`src/rtl/pmsm_pkg.sv`:
```
// Constants, register layout and state encoding of the power-mode controller.
// Assumes a 125 MHz core clock from which a 32 kHz tick is divided.
package pmsm_pkg;
    // Power control register
    localparam logic [7:0] PWR_CTRL_ADDR = 8'h1B;
    localparam int LP_BIT = 6;
    localparam int DLY_LSB = 4;
    localparam int DLY_MSB = 5;
    localparam logic [1:0] DLY_RESET = 2'h1;

    // Time base
    localparam int CLK_PERIOD_PS = 8000;
    localparam int TICK_HZ = 32000;
    localparam int TICK_PERIOD_PS = 31250000;
    localparam int TICK_CYCLES = TICK_PERIOD_PS / CLK_PERIOD_PS;
    localparam int TICK_W = 12;

    // Long press and thermal debounce, counted in 32 kHz ticks
    localparam int LONG_PRESS_MS = 4000;
    localparam int LONG_PRESS_TICKS = LONG_PRESS_MS * TICK_HZ / 1000;
    localparam int LONG_W = 18;
    localparam int THERM_DEBOUNCE_US = 8000;
    localparam int THERM_TICKS = THERM_DEBOUNCE_US * TICK_HZ / 1000000;
    localparam int THERM_W = 9;

    // Pin synchroniser depth in 32 kHz ticks
    localparam int SYNC_STAGES = 3;
    localparam int SYNC_EN = 0;
    localparam int SYNC_LP = 1;

    typedef enum logic [4:0] {
        ST_OFF = 5'h01,
        ST_COIN = 5'h02,
        ST_SLEEP = 5'h04,
        ST_LOW_POWER_REQUEST = 5'h08,
        ST_ON = 5'h10
    } pmsm_state_type;
endpackage

```
`src/rtl/pmsm_sync_if.sv`:
```
// Carrier between the controller and its tick-driven pin synchroniser.
// Assumes both ends run on the same core clock.
`timescale 1ns/1ps
interface pmsm_sync_if #(parameter int WIDTH = 2);
    logic tick;
    logic ce;
    logic [WIDTH-1:0] raw;
    logic [WIDTH-1:0] synced;
    modport ctrl (output tick, output ce, output raw, input synced);
    modport sync (input tick, input ce, input raw, output synced);
endinterface

```
`src/rtl/pmsm_top.sv`:
```
// Power-mode state machine: On, Off, Sleep, Standby and Coin Cell.
// Assumes comparator and pin inputs synchronous to core_clk; the register
// port stands for the serial register interface outside this block.
`timescale 1ns/1ps
// Overview of operation
// - No power-up below rising undervoltage threshold
// - Interrupt only in Sleep, Standby, On
// - Power-good reset released in On
// - On needs supply good and enable or pending auto restart
// - Supply falling in On goes Coin Cell
// - Off holds power-good low, rails minimal
// - Config 0: enable low powers off
// - Config 1: enable low over 4 s
// - Auto restart after enable power-off
// - Over-temperature forces Off until released
// - Standby follows qualified low-power request
// - Request is pin XOR invert bit
// - Request pin only acts in On
// - First power-up copies On settings
// - Effective request shown in bit 6
// - Entry delay 0 to 3 ticks
// - Three tick synchronisation of Standby
// - Sleep on enable low with mode
// - Sleep uses off set point
// - Mode bit: 0 off, 1 PFM
// - Coin Cell rejects turn-on, holds reset
// - Depleted coin cell restores all defaults
// - Thermal shutdown debounced 8 ms
module pmsm_top #(
    parameter int NUM_REGS = 3,
    parameter int LONG_PRESS_TICKS = pmsm_pkg::LONG_PRESS_TICKS,
    parameter int THERM_TICKS = pmsm_pkg::THERM_TICKS
) (
    input wire logic core_clk,
    input wire logic rst_n,
    input wire logic ce,
    input wire logic main_supply_above_rise,
    input wire logic main_supply_below_fall,
    input wire logic enable_pin,
    input wire logic low_power_request,
    input wire logic die_over_temp,
    input wire logic die_temp_released,
    input wire logic coin_cell_depleted,
    input wire logic fault_event,
    input wire logic turnoff_cfg,
    input wire logic long_press_off_enable,
    input wire logic auto_restart_enable,
    input wire logic [NUM_REGS-1:0] sleep_regulator_mode,
    input wire logic low_power_request_invert,
    input wire logic reg_wr,
    input wire logic [7:0] reg_addr,
    input wire logic [7:0] reg_wdata,
    output logic [7:0] reg_rdata,
    output logic power_good_reset_n_o,
    output logic power_good_reset_n_oe_n,
    output logic irq_out_n_o,
    output logic irq_out_n_oe_n,
    output logic core_logic_rail_en,
    output logic backup_rail_en,
    output logic regulators_on,
    output logic standby_settings_active,
    output logic [NUM_REGS-1:0] sleep_pfm,
    output logic off_setpoint_sel,
    output logic standby_copy_load,
    output logic [4:0] power_state
);
    typedef struct packed {
        logic [pmsm_pkg::TICK_W-1:0] tick_cnt;
        pmsm_pkg::pmsm_state_type state;
        logic [1:0] dly;
        logic [1:0] lp_cnt;
        logic [pmsm_pkg::LONG_W-1:0] long_cnt;
        logic [pmsm_pkg::THERM_W-1:0] therm_cnt;
        logic thermal_lock;
        logic restart_pending;
        logic cold;
        logic pg_oe_n;
        logic irq_oe_n;
        logic rails_on;
        logic low_power_request_active;
        logic [NUM_REGS-1:0] pfm;
        logic off_sel;
        logic copy_load;
        logic [7:0] rdata;
    } pmsm_top_state_type;

    localparam logic [pmsm_pkg::TICK_W-1:0] TICK_LAST =
        pmsm_pkg::TICK_W'(pmsm_pkg::TICK_CYCLES - 1);
    localparam logic [pmsm_pkg::LONG_W-1:0] LONG_LIMIT =
        pmsm_pkg::LONG_W'(LONG_PRESS_TICKS);
    localparam logic [pmsm_pkg::THERM_W-1:0] THERM_LIMIT =
        pmsm_pkg::THERM_W'(THERM_TICKS);

    generate
        if (NUM_REGS < 1 || LONG_PRESS_TICKS < 1 || THERM_TICKS < 1 ||
            LONG_PRESS_TICKS >= (1 << pmsm_pkg::LONG_W) - 1 ||
            THERM_TICKS >= (1 << pmsm_pkg::THERM_W) - 1) begin : g_bad
            $error("pmsm_top parameter out of range");
        end
    endgenerate

    function automatic logic is_active(input pmsm_pkg::pmsm_state_type s);
        is_active = (s == pmsm_pkg::ST_SLEEP) || (s == pmsm_pkg::ST_LOW_POWER_REQUEST) ||
                    (s == pmsm_pkg::ST_ON);
    endfunction

    logic [1:0] rst_pipe_q;
    logic rst_sync_n;
    pmsm_top_state_type q;
    pmsm_top_state_type d;
    logic tick;
    logic en_s;
    logic lp_eff;
    logic long_low;
    logic therm_trip;
    logic low_power_request_go;
    logic off_req;
    logic any_mode;
    logic reg_hit;

    always_ff @(posedge core_clk or negedge rst_n) begin
        if (!rst_n) begin
            rst_pipe_q <= 2'h0;
        end else begin
            rst_pipe_q <= {rst_pipe_q[0], 1'b1};
        end
    end
    assign rst_sync_n = rst_pipe_q[1];

    pmsm_sync_if #(.WIDTH(2)) sif ();
    assign sif.tick = tick;
    assign sif.ce = ce;
    assign sif.raw = {low_power_request, enable_pin};

    pmsm_sync #(
        .STAGES(pmsm_pkg::SYNC_STAGES),
        .WIDTH(2)
    ) u_sync (
        .clk(core_clk),
        .rst_n(rst_sync_n),
        .sif(sif)
    );

    assign tick = (q.tick_cnt == TICK_LAST);
    assign en_s = sif.synced[pmsm_pkg::SYNC_EN];
    assign lp_eff = sif.synced[pmsm_pkg::SYNC_LP] ^ low_power_request_invert;
    assign long_low = (q.long_cnt > LONG_LIMIT);
    assign therm_trip = (q.therm_cnt >= THERM_LIMIT);
    assign low_power_request_go = lp_eff && (q.lp_cnt >= q.dly);
    assign any_mode = |sleep_regulator_mode;
    assign off_req = !en_s &&
        (!turnoff_cfg || (long_low && long_press_off_enable));
    assign reg_hit = (reg_addr == pmsm_pkg::PWR_CTRL_ADDR);

    always_comb begin
        d = q;
        d.copy_load = 1'b0;
        d.tick_cnt = tick ? '0 : q.tick_cnt + 1'b1;
        if (en_s) begin
            d.long_cnt = '0;
        end else if (tick && q.long_cnt <= LONG_LIMIT) begin
            d.long_cnt = q.long_cnt + 1'b1;
        end
        if (!die_over_temp) begin
            d.therm_cnt = '0;
        end else if (tick && q.therm_cnt < THERM_LIMIT) begin
            d.therm_cnt = q.therm_cnt + 1'b1;
        end
        if (!lp_eff || q.state != pmsm_pkg::ST_ON) begin
            d.lp_cnt = 2'h0;
        end else if (tick && q.lp_cnt < q.dly) begin
            d.lp_cnt = q.lp_cnt + 2'h1;
        end
        if (reg_wr && reg_hit) begin
            d.dly = reg_wdata[pmsm_pkg::DLY_MSB:pmsm_pkg::DLY_LSB];
        end
        case (q.state)
            pmsm_pkg::ST_OFF: begin
                if (q.thermal_lock) begin
                    if (die_temp_released && !die_over_temp) begin
                        d.thermal_lock = 1'b0;
                    end
                end else if (main_supply_above_rise &&
                             (en_s || q.restart_pending)) begin
                    d.state = pmsm_pkg::ST_ON;
                    d.restart_pending = 1'b0;
                    if (q.cold) begin
                        d.copy_load = 1'b1;
                        d.cold = 1'b0;
                    end
                end
            end
            pmsm_pkg::ST_COIN: begin
                if (coin_cell_depleted) begin
                    d.cold = 1'b1;
                    d.dly = pmsm_pkg::DLY_RESET;
                    d.restart_pending = 1'b0;
                    d.thermal_lock = 1'b0;
                end else if (main_supply_above_rise) begin
                    d.state = pmsm_pkg::ST_OFF;
                end
            end
            pmsm_pkg::ST_SLEEP: begin
                if (en_s && main_supply_above_rise) begin
                    d.state = pmsm_pkg::ST_ON;
                end
            end
            pmsm_pkg::ST_LOW_POWER_REQUEST, pmsm_pkg::ST_ON: begin
                if (off_req) begin
                    if (any_mode) begin
                        d.state = pmsm_pkg::ST_SLEEP;
                    end else begin
                        d.state = pmsm_pkg::ST_OFF;
                        d.restart_pending = auto_restart_enable;
                    end
                end else if (q.state == pmsm_pkg::ST_ON && low_power_request_go) begin
                    d.state = pmsm_pkg::ST_LOW_POWER_REQUEST;
                end else if (q.state == pmsm_pkg::ST_LOW_POWER_REQUEST && !lp_eff) begin
                    d.state = pmsm_pkg::ST_ON;
                end
            end
            default: begin
                d.state = pmsm_pkg::ST_OFF;
            end
        endcase
        if (q.state != pmsm_pkg::ST_COIN && main_supply_below_fall) begin
            d.state = pmsm_pkg::ST_COIN;
            d.copy_load = 1'b0;
        end else if (therm_trip && q.state != pmsm_pkg::ST_COIN) begin
            d.state = pmsm_pkg::ST_OFF;
            d.thermal_lock = 1'b1;
            d.restart_pending = 1'b0;
            d.copy_load = 1'b0;
        end
        d.pg_oe_n = is_active(d.state);
        d.irq_oe_n = !(fault_event && is_active(d.state));
        d.rails_on = (d.state == pmsm_pkg::ST_ON) ||
                     (d.state == pmsm_pkg::ST_LOW_POWER_REQUEST);
        d.low_power_request_active = (d.state == pmsm_pkg::ST_LOW_POWER_REQUEST);
        d.off_sel = (d.state == pmsm_pkg::ST_SLEEP);
        d.pfm = (d.state == pmsm_pkg::ST_SLEEP) ?
                sleep_regulator_mode : '0;
        d.rdata = 8'h00;
        if (reg_hit) begin
            d.rdata[pmsm_pkg::LP_BIT] = lp_eff;
            d.rdata[pmsm_pkg::DLY_MSB:pmsm_pkg::DLY_LSB] = d.dly;
        end
    end

    always_ff @(posedge core_clk or negedge rst_sync_n) begin
        if (!rst_sync_n) begin
            q <= '0;
            q.state <= pmsm_pkg::ST_OFF;
            q.dly <= pmsm_pkg::DLY_RESET;
            q.cold <= 1'b1;
            q.irq_oe_n <= 1'b1;
        end else if (ce) begin
            q <= d;
        end
    end

    assign reg_rdata = q.rdata;
    assign power_good_reset_n_o = 1'b0;
    assign power_good_reset_n_oe_n = q.pg_oe_n;
    assign irq_out_n_o = 1'b0;
    assign irq_out_n_oe_n = q.irq_oe_n;
    assign core_logic_rail_en = rst_sync_n;
    assign backup_rail_en = rst_sync_n;
    assign regulators_on = q.rails_on;
    assign standby_settings_active = q.low_power_request_active;
    assign sleep_pfm = q.pfm;
    assign off_setpoint_sel = q.off_sel;
    assign standby_copy_load = q.copy_load;
    assign power_state = q.state;

    a_uv_fall_coin: assert property (@(posedge core_clk) disable iff (!rst_sync_n)
        ce && q.state == pmsm_pkg::ST_ON && main_supply_below_fall
        |=> q.state == pmsm_pkg::ST_COIN)
        else $error("supply fall in On did not reach Coin Cell");
    a_no_low_powerup: assert property (@(posedge core_clk) disable iff (!rst_sync_n)
        q.state == pmsm_pkg::ST_OFF && !main_supply_above_rise
        |=> q.state != pmsm_pkg::ST_ON)
        else $error("power-up with supply below threshold");
    a_pg_off_low: assert property (@(posedge core_clk) disable iff (!rst_sync_n)
        q.state == pmsm_pkg::ST_OFF |-> !power_good_reset_n_oe_n)
        else $error("power-good released in Off");
    a_pg_on_release: assert property (@(posedge core_clk) disable iff (!rst_sync_n)
        q.state == pmsm_pkg::ST_ON |-> power_good_reset_n_oe_n)
        else $error("power-good held low in On");
    a_irq_gate: assert property (@(posedge core_clk) disable iff (!rst_sync_n)
        !irq_out_n_oe_n |-> is_active(pmsm_pkg::pmsm_state_type'(q.state)))
        else $error("interrupt driven outside active states");
    a_thermal_hold: assert property (@(posedge core_clk) disable iff (!rst_sync_n)
        q.thermal_lock && q.state == pmsm_pkg::ST_OFF
        |=> q.state != pmsm_pkg::ST_ON)
        else $error("turn-on accepted during thermal lock");
    a_coin_reject: assert property (@(posedge core_clk) disable iff (!rst_sync_n)
        q.state == pmsm_pkg::ST_COIN && !main_supply_above_rise
        |=> q.state == pmsm_pkg::ST_COIN)
        else $error("Coin Cell left without supply");
    a_low_power_request_from_on: assert property (@(posedge core_clk) disable iff (!rst_sync_n)
        q.state != pmsm_pkg::ST_ON && q.state != pmsm_pkg::ST_LOW_POWER_REQUEST
        |=> q.state != pmsm_pkg::ST_LOW_POWER_REQUEST)
        else $error("Standby entered from a state other than On");
    a_lp_reflect: assert property (@(posedge core_clk) disable iff (!rst_sync_n)
        ce && reg_hit |=> reg_rdata[pmsm_pkg::LP_BIT] == $past(lp_eff))
        else $error("effective request not reflected");
    a_sleep_pfm: assert property (@(posedge core_clk) disable iff (!rst_sync_n)
        q.state != pmsm_pkg::ST_SLEEP |-> sleep_pfm == '0)
        else $error("PFM outside Sleep");
endmodule

```
`src/rtl/pmsm_sync.sv`:
```
// Multi-stage synchroniser that advances once per 32 kHz tick.
// Assumes tick is a one-cycle pulse of the core clock.
`timescale 1ns/1ps
module pmsm_sync #(
    parameter int STAGES = 3,
    parameter int WIDTH = 2
) (
    input wire logic clk,
    input wire logic rst_n,
    pmsm_sync_if.sync sif
);
    typedef struct packed {
        logic [STAGES-1:0][WIDTH-1:0] chain;
    } pmsm_sync_state_type;

    pmsm_sync_state_type q;
    pmsm_sync_state_type d;

    generate
        if (STAGES < 2 || WIDTH < 1) begin : g_bad
            $error("pmsm_sync needs at least two stages");
        end
    endgenerate

    always_comb begin
        d = q;
        if (sif.tick) begin
            d.chain[0] = sif.raw;
            for (int i = 1; i < STAGES; i++) begin
                d.chain[i] = q.chain[i-1];
            end
        end
    end

    always_ff @(posedge clk or negedge rst_n) begin
        if (!rst_n) begin
            q <= '0;
        end else if (sif.ce) begin
            q <= d;
        end
    end

    assign sif.synced = q.chain[STAGES-1];
endmodule

```
`config.mk`:
```
export PLATFORM = sky130hd
export DESIGN_NAME = pmsm_top
export DESIGN_NICKNAME = d
export VERILOG_FILES = /design/src/rtl/pmsm_pkg.sv /design/src/rtl/pmsm_sync_if.sv /design/src/rtl/pmsm_top.sv /design/src/rtl/pmsm_sync.sv
export SDC_FILE = /design/constraint.sdc
export NUM_CORES = 1
export LEC_CHECK = 0
export BUFFER_PORTS_ARGS = -buffer_cell sky130_fd_sc_hd__buf_2
export CELL_PAD_IN_SITES_DETAIL_PLACEMENT = 0
export CELL_PAD_IN_SITES_GLOBAL_PLACEMENT = 1
export CORE_ASPECT_RATIO = 0.6
export CORE_MARGIN = 1.5
export CORE_UTILIZATION = 40
export CTS_CLUSTER_SIZE = 40
export DETAILED_ROUTE_END_ITERATION = 10
export HOLD_SLACK_MARGIN = 0.08
export PLACE_DENSITY_LB_ADDON = 0.2
export SYNTH_ARGS = -nofsm -noshare
export SYNTH_HDL_FRONTEND = slang
export SYNTH_SLANG_ARGS = --single-unit
```
`constraint.sdc`:
```
create_clock -name core_clk -period 2.31 [get_ports core_clk]
set_input_delay 0.231 -clock core_clk [delete_from_list [all_inputs] [get_ports core_clk]]
set_output_delay 0.231 -clock core_clk [all_outputs]
set_load 0.005 [all_outputs]
```
==> metrics, run 1 <==
hold slack final 0.104 ns; CP Class reg -> reg; CP endpoint kind register; Req. time, crit path 2.57 ns; diode count 0; area share of the largest cell type after synthesis 0.410; FF-to-FF setup slack 0.15 ns; Yosys warning total 0; nets@finish 533; Reg area 1780 um^2; TNS Setup 0 ns; die width 134 um; RSZ-0062 raised after global routing false; placed cells 612; Comb pwr share 0.191; clock insertion delay at the later pin of the skew report 0.33 ns; top cells by count, synth dfrtp_1, nand2_1, nor2_1; site row count 28; period utilisation layout 0.936; fin area 4770 um^2; CTS Buf Count 9; dpl ws 0.00266 ns; Crit Reg-Reg Endpoint q[43]; core area 9910 um^2; Sw Ratio 0.285; pwr dens 725 nW/um^2; gr usage total 0.198; initial antenna violation count 0; CTS tree done; ys async rst share 1.00; #FFs+latches synth 71; Max Freq 462 MHz; Post-CTS Setup Repair Bufs 0; share of layout cells above drive strength 1 0.210; PortBufs 47; synthesized cell area 4090 um^2; Hold Crit Class in -> reg; ANT nets after route 0; Critical Path Fanout Max 4; Ports 61; routability cong. 0.925; DR pass1 iterations 4; Hold Crit Endpoint u_sync.q[0]; multi-input logic area 2050 um^2; die area 10900 um^2; starting density of the core 0.413; routed len/inst 15.3 um; via count 3320; first-pass GRT wire length 16500 um; Reg clk slew, reported paths 0.06 ns; Hold Path Origin enable_pin; FILL cells 960; Clk network pwr share 0.391; maximum root-to-sink buffer count 2; synthesis-to-finish area growth 16.6%; P_int 2.47 mW; Final Non-Filler Cells 631; 1st-iter DRT viols 186; Fin. Hold Viols 0; Slowest Stage Delay on Critical Path 0.54 ns; Post-Synthesis Cells 442; Tmin final 2.16 ns; Post-synth EDFFs 0; measured slew at the worst slew-check pin 0.589 ns; clk_skew 0.00534 ns; DRT Wirelength 9630 um; CP Data Arrival Time 2.43 ns; Clock Sinks 71; R2R cell count 8; Vias/cell 5.26; largest net degree at the start of global routing 50; DRC 0; vias in the first global route 3244; most area-consuming cells after synthesis dfrtp_1, nand2_1, nor2_1; maxcap violations 0; final worst setup slack 0.147 ns; worst path cell trace inv_1 -> ha_1 -> nor4b_2 -> and4_1 -> a211oi_1 -> nor3_1 -> a31oi_1 -> a41o_1; post-synthesis sequential area ratio 0.435; count leader, synth dfrtp_1; CP Launch Type register; leak pwr 2.27 nW; Psw 0.987 mW; Most used DFF post-synth dfrtp_1; Max-slew headroom 0.604; Slew Limit Fails 0; Clock Tree Root clkbuf_16; slowest cell on the critical path a211oi_1; Max VDD drop 0.000457 V; Die H 81.4 um; fin util 0.482; status complete, no violations; Avg Cell Area, Syn 9.26 um^2; Sequential Power Share 0.418; area leader, netlist dfrtp_1; R2R Path Start q[29]; Cell Area, Placed 4450 um^2; GRT overflow 0; Hold Crit Depth 3; H-tree Lvls 3; DP Wirelength 7120 um; Final Setup Violations 0; post-synthesis cell type count 69; Tot Pwr 3.46 mW
what timing repair did:
item / CTS / global route
gates resized for setup: 1 / 0
hold buffers: 3 / 0
setup endpoints to repair: 3 / 0
hold endpoints to repair: 4 / 0
critical path, delay by kind of cell, from the launching register on:
family                     cells  cell delay (ns)
AOI/OAI and AO/OA              3             0.85
and+or+nand+nor                3             0.57
DFF                            1             0.39
adders and majority gates      1             0.21
buffers and inverters          1             0.08
cell usage in the layout (no fill, tap or decap), types with 5 or more instances in the layout:
cell type,instances
nand4_1,10
buf_2,47
and4_1,5
clkbuf_16,9
o21ai_0,15
conb_1,8
nand4b_1,5
nor3_1,11
nand3_1,14
a22o_1,5
dfrtp_1,66
nand2_1,51
inv_1,15
nor2_1,50
a31oi_1,6
o22ai_1,5
buf_4,18
nand2b_1,5
ha_1,7
nor4_1,8
and3_1,11
a21oi_1,7
a21o_1,5
xnor2_1,16
xor2_1,14
worst max path at each step:
stage	endpoint	slack [ns]	startpoint	cells past startpoint
floorplan	power_state[3]	0.40	q[29]	8
global placement	q[40]	0.01	q[29]	8
detailed placement	q[40]	0.003	q[29]	8
CTS	power_state[3]	0.19	q[29]	8
global route	sleep_pfm[2]	0.003	q[29]	8
finish	q[43]	0.15	q[29]	8
logic make-up (layout without fill, tap and decap cells):
kind of cell	after synthesis	count (layout)	synth area share
XOR/XNOR	30	30	0.0642
buffers and inverters	53	101	0.0700
AO/OA/AOI/OAI	72	72	0.127
AND/OR/NAND/NOR	203	203	0.270
multiplexers	4	4	0.0104
flip-flops	71	71	0.435
other	2	8	0.00183
adder cells (fa/ha/maj)	7	7	0.0214
routing by layer:
layer | part of all wire | vias up | track usage | wire length (um)
met5 | 0 | - | 0 | 0
met4 | 0.0057 | 0 | 0.0598 | 55
met3 | 0.057 | 4 | 0.0612 | 552
met2 | 0.40 | 85 | 0.279 | 3820
met1 | 0.54 | 1591 | 0.289 | 5200
li1 | - | 1640 | - | -
final cells by class:
cell class                      count  share of cell area
Multi-Input combinational cell    324               0.430
Tap cell                          135              0.0354
Sequential cell                    71               0.373
Clock inverter                      6              0.0128
Clock buffer                       10              0.0480
Inverter                           16              0.0126
Timing Repair Buffer               69              0.0881
sequential cells by signal, summed over array words and instances (netlist names):
name	cells
irq_out_n_oe_n	1
off_setpoint_sel	1
power_good_reset_n_oe_n	1
power_state	5
q	46
reg_rdata	3
regulators_on	1
rst_pipe_q	2
sleep_pfm	3
standby_copy_load	1
standby_settings_active	1
u_sync.q	4
u_sync.sif.synced	2
power groups by stage:
stage               Sequential, mW  Combinational, mW  Clock [mW]
global route                  1.47              0.734        1.47
detailed placement            1.47              0.647           0
CTS                           1.45              0.654        1.40
floorplan                     1.45              0.469           0
global placement              1.47              0.641           0
finish                        1.45              0.661        1.35
No activity file was read; power rests on OpenSTA's default activity.
==> inputs of run 2 (changes only) <==
- CORE_ASPECT_RATIO: 0.6 -> 0.5
- SKIP_CTS_REPAIR_TIMING: not set -> 1
==> metrics, run 2 (synthesis gave the netlist of run 1 again) <==
status complete, no violations; starting density of the core 0.422; Final Setup Violations 0; CTS Buf Count 9; fin util 0.492; Critical Path Fanout Max 5; die width 146 um; fin area 4770 um^2; Reg area 1780 um^2; maxcap violations 0; Fin. Hold Viols 0; DRC 0; largest net degree at the start of global routing 70; max reg flops 46; Cell Area, Placed 4440 um^2; site row count 25; CP endpoint kind register; ANT nets after route 0; RSZ-0062 raised after global routing false; H-tree Lvls 3; 1st-iter DRT viols 141; Clock Sinks 71; maximum root-to-sink buffer count 2; Die H 74.5 um; synthesis-to-finish area growth 16.5%; Clock Tree Root clkbuf_16; Slew Limit Fails 0; period utilisation layout 0.930; routed len/inst 14.8 um; Final Non-Filler Cells 628; CP Class reg -> reg; first-pass GRT wire length 15500 um; vias in the first global route 3080; clk_skew 0.00396 ns; nets@finish 530; routability cong. 0.781; gr usage total 0.183; multi-input logic area 2050 um^2; Req. time, crit path 2.52 ns; commonest non-fill, non-tap cell in the layout dfrtp_1; diode count 0; Slowest Stage Delay on Critical Path 0.41 ns; initial antenna violation count 0; measured slew at the worst slew-check pin 0.611 ns; Reg clk slew, reported paths 0.05 ns; FILL cells 979; clock insertion delay at the later pin of the skew report 0.33 ns; CP Launch Type register; Tmin final 2.15 ns; FF-to-FF setup slack 0.16 ns; pwr dens 735 nW/um^2; Hold Crit Class in -> reg; CTS tree done; most frequent cells in the layout dfrtp_1, nand2_1, nor2_1; Largest Register q; die area 10900 um^2; Vias/cell 5.23; share of layout cells above drive strength 1 0.207; DR pass1 iterations 5; Max VDD drop 0.000431 V; Max-slew headroom 0.587; CP Data Arrival Time 2.36 ns; placed cells 610; TNS Setup 0 ns; slowest cell on the critical path o311a_4; core area 9700 um^2; DP Wirelength 6620 um; worst path cell trace inv_1 -> ha_1 -> nor4b_1 -> and3_1 -> a211o_1 -> o311a_4 -> nand4_1 -> o21ai_0; DRT Wirelength 9280 um; leak pwr 2.27 nW; via count 3282; GRT overflow 0; PortBufs 47; Ports 61; Max Freq 465 MHz
run 2: worst paths after layout:
kind / start / to / depth (start not counted)
max: q[29] / power_state[3] / 8
min: enable_pin / u_sync.q[0] / 3
max reg2reg: q[29] / power_state[3] / 8
min reg2reg: rst_pipe_q[0] / rst_pipe_q[1] / 0
max in group asynchronous: rst_pipe_q[1] / power_state[0] / 1
min in group asynchronous: rst_n / rst_pipe_q[0] / 2
run 2: where the power goes:
part           total, mW  switching (mW)  internal [mW]
sequential          1.44           0.101           1.34
clock               1.42           0.499          0.920
combinational      0.642           0.350          0.293
run 2: layer usage:
layer / track usage / wire [um] / up-vias
met2: 0.291 / 3900 / 63
li1: - / - / 1649
met5: 0 / 0 / -
met3: 0.0472 / 437 / 6
met4: 0.0539 / 69 / 0
met1: 0.251 / 4870 / 1564
run 2: through the flow:
step           hold WS (ns)  setup slack [ns]  power [mW]
2_1_floorplan       -0.0646             0.402        1.92
3_3_place_gp         0.0171             0.183        2.11
3_5_place_dp         0.0187             0.171        2.10
4_1_cts              -0.340             0.154        3.54
5_1_grt              0.0894            0.0293        3.69
6_report             0.0892             0.161        3.50
run 2: area by class of cell:
cell class,count,share of cell area
sequential,71,0.374
tap,135,0.0354
clock inverter,3,0.00839
timing repair buffer,66,0.0829
multi-input combinational,324,0.430
clock buffer,13,0.0566
inverter,16,0.0126
run 2: critical path: cells and delay by family (launching register included):
kind / cells / cell delay, ns
AOI/OAI and AO/OA: 3 / 0.84
adders and majority gates: 1 / 0.20
buffers and inverters: 1 / 0.07
DFF: 1 / 0.40
and+or+nand+nor: 3 / 0.51
==> inputs of run 3 (changes only) <==
- CORE_UTILIZATION: 40 -> 30
==> metrics, run 3 (synthesis gave the netlist of run 1 again) <==
status complete, no violations; measured slew at the worst slew-check pin 0.630 ns; Vias/cell 4.90; maximum root-to-sink buffer count 2; DR pass1 iterations 4; GRT overflow 0; nets@finish 535; Die H 85.6 um; Ports 61; diode count 0; R2R Path Start q[29]; DRT Wirelength 9820 um; Clock Sinks 71; CP Launch Type register; Clock Tree Root clkbuf_16; Fin. Hold Viols 0; Tmin final 2.21 ns; share of layout cells above drive strength 1 0.211; H-tree Lvls 3; Max VDD drop 0.000288 V; Slew Limit Fails 0; routed len/inst 14.7 um; most frequent cells in the layout dfrtp_1, nand2_1, nor2_1; hold slack final 0.0875 ns; clk_skew 0.00584 ns; Cell Area, Placed 4500 um^2; Hold Crit Class in -> reg; Req. time, crit path 2.51 ns; 1st-iter DRT viols 233; largest net degree at the start of global routing 29; via count 3276; max reg flops 46; DRC 0; synthesis-to-finish area growth 18.6%; Max-slew headroom 0.578; Critical Path Fanout Max 5; site row count 29; TNS Setup 0 ns; leak pwr 2.29 nW; DP Wirelength 7240 um; Max Freq 453 MHz; PortBufs 47; ANT nets after route 0; commonest non-fill, non-tap cell in the layout dfrtp_1; Largest Register q; Tot Pwr 3.63 mW; gr usage total 0.146; initial antenna violation count 0; first-pass GRT wire length 16600 um; period utilisation layout 0.956; CTS Buf Count 9; pwr dens 749 nW/um^2; die area 14400 um^2; CP Data Arrival Time 2.41 ns; fin area 4850 um^2; crit path launch q[29]; routability cong. 0.808; fin util 0.374; CP Class reg -> reg; Hold Path Origin low_power_request; CP endpoint kind register; Final Setup Violations 0; die width 168 um; starting density of the core 0.315; RSZ-0062 raised after global routing false; CTS tree done; Reg clk slew, reported paths 0.06 ns; clock insertion delay at the later pin of the skew report 0.33 ns; vias in the first global route 3180; maxcap violations 0; core area 13000 um^2
==> run 3: layout make-up <==
| cell class | instances | area, um^2 |
|---|---|---|
| clock buffers | 13 | 260 |
| clock inverters | 3 | 65.1 |
| fillers | 1366 | 8140 |
| inverters | 16 | 60.1 |
| multi-input cells | 324 | 2050 |
| flip-flops and latches | 71 | 1790 |
| well taps | 170 | 213 |
| repair buffers | 71 | 420 |
==> run 3: worst paths after layout <==
path | end | slack, ns | cells after the start
min in group asynchronous | rst_pipe_q[0] | 0.21 | 2
setup reg to reg | power_state[3] | 0.10 | 8
max in group asynchronous | power_state[0] | 1.35 | 1
setup / recovery | power_state[3] | 0.10 | 8
hold reg to reg | q[31] | 0.24 | 0
hold / removal | u_sync.q[1] | 0.09 | 3
==> run 3: power by group <==
group	internal [mW]	switching, mW	total [mW]	leakage [nW]
clock	1.00	0.518	1.52	0.160
sequential	1.34	0.105	1.45	0.949
combinational	0.302	0.364	0.666	1.18
==> run 3: critical path: stages (launching register included) <==
cell     delay [ns]
dfrtp_1        0.39
inv_1          0.07
ha_1           0.20
nor4b_1        0.14
and3_1         0.21
a211o_1        0.35
o311a_4        0.43
nand4_1        0.17
o21ai_0        0.11
==> run 3: metrics by stage <==
stage               worst slack [ns]  instances
finish                         0.102        668
floorplan                      0.402        448
CTS                           0.0741        665
global placement               0.126        649
global route                  0.0146        668
detailed placement            0.0877        649
==> run 3: per-layer routing <==
metal | part of all wire | global-route usage | wire length (um)
met1 | 0.54 | 0.214 | 5350
met2 | 0.41 | 0.213 | 4060
met3 | 0.031 | 0.0360 | 306
met4 | 0.011 | 0.0373 | 106
met5 | 0 | 0 | 0
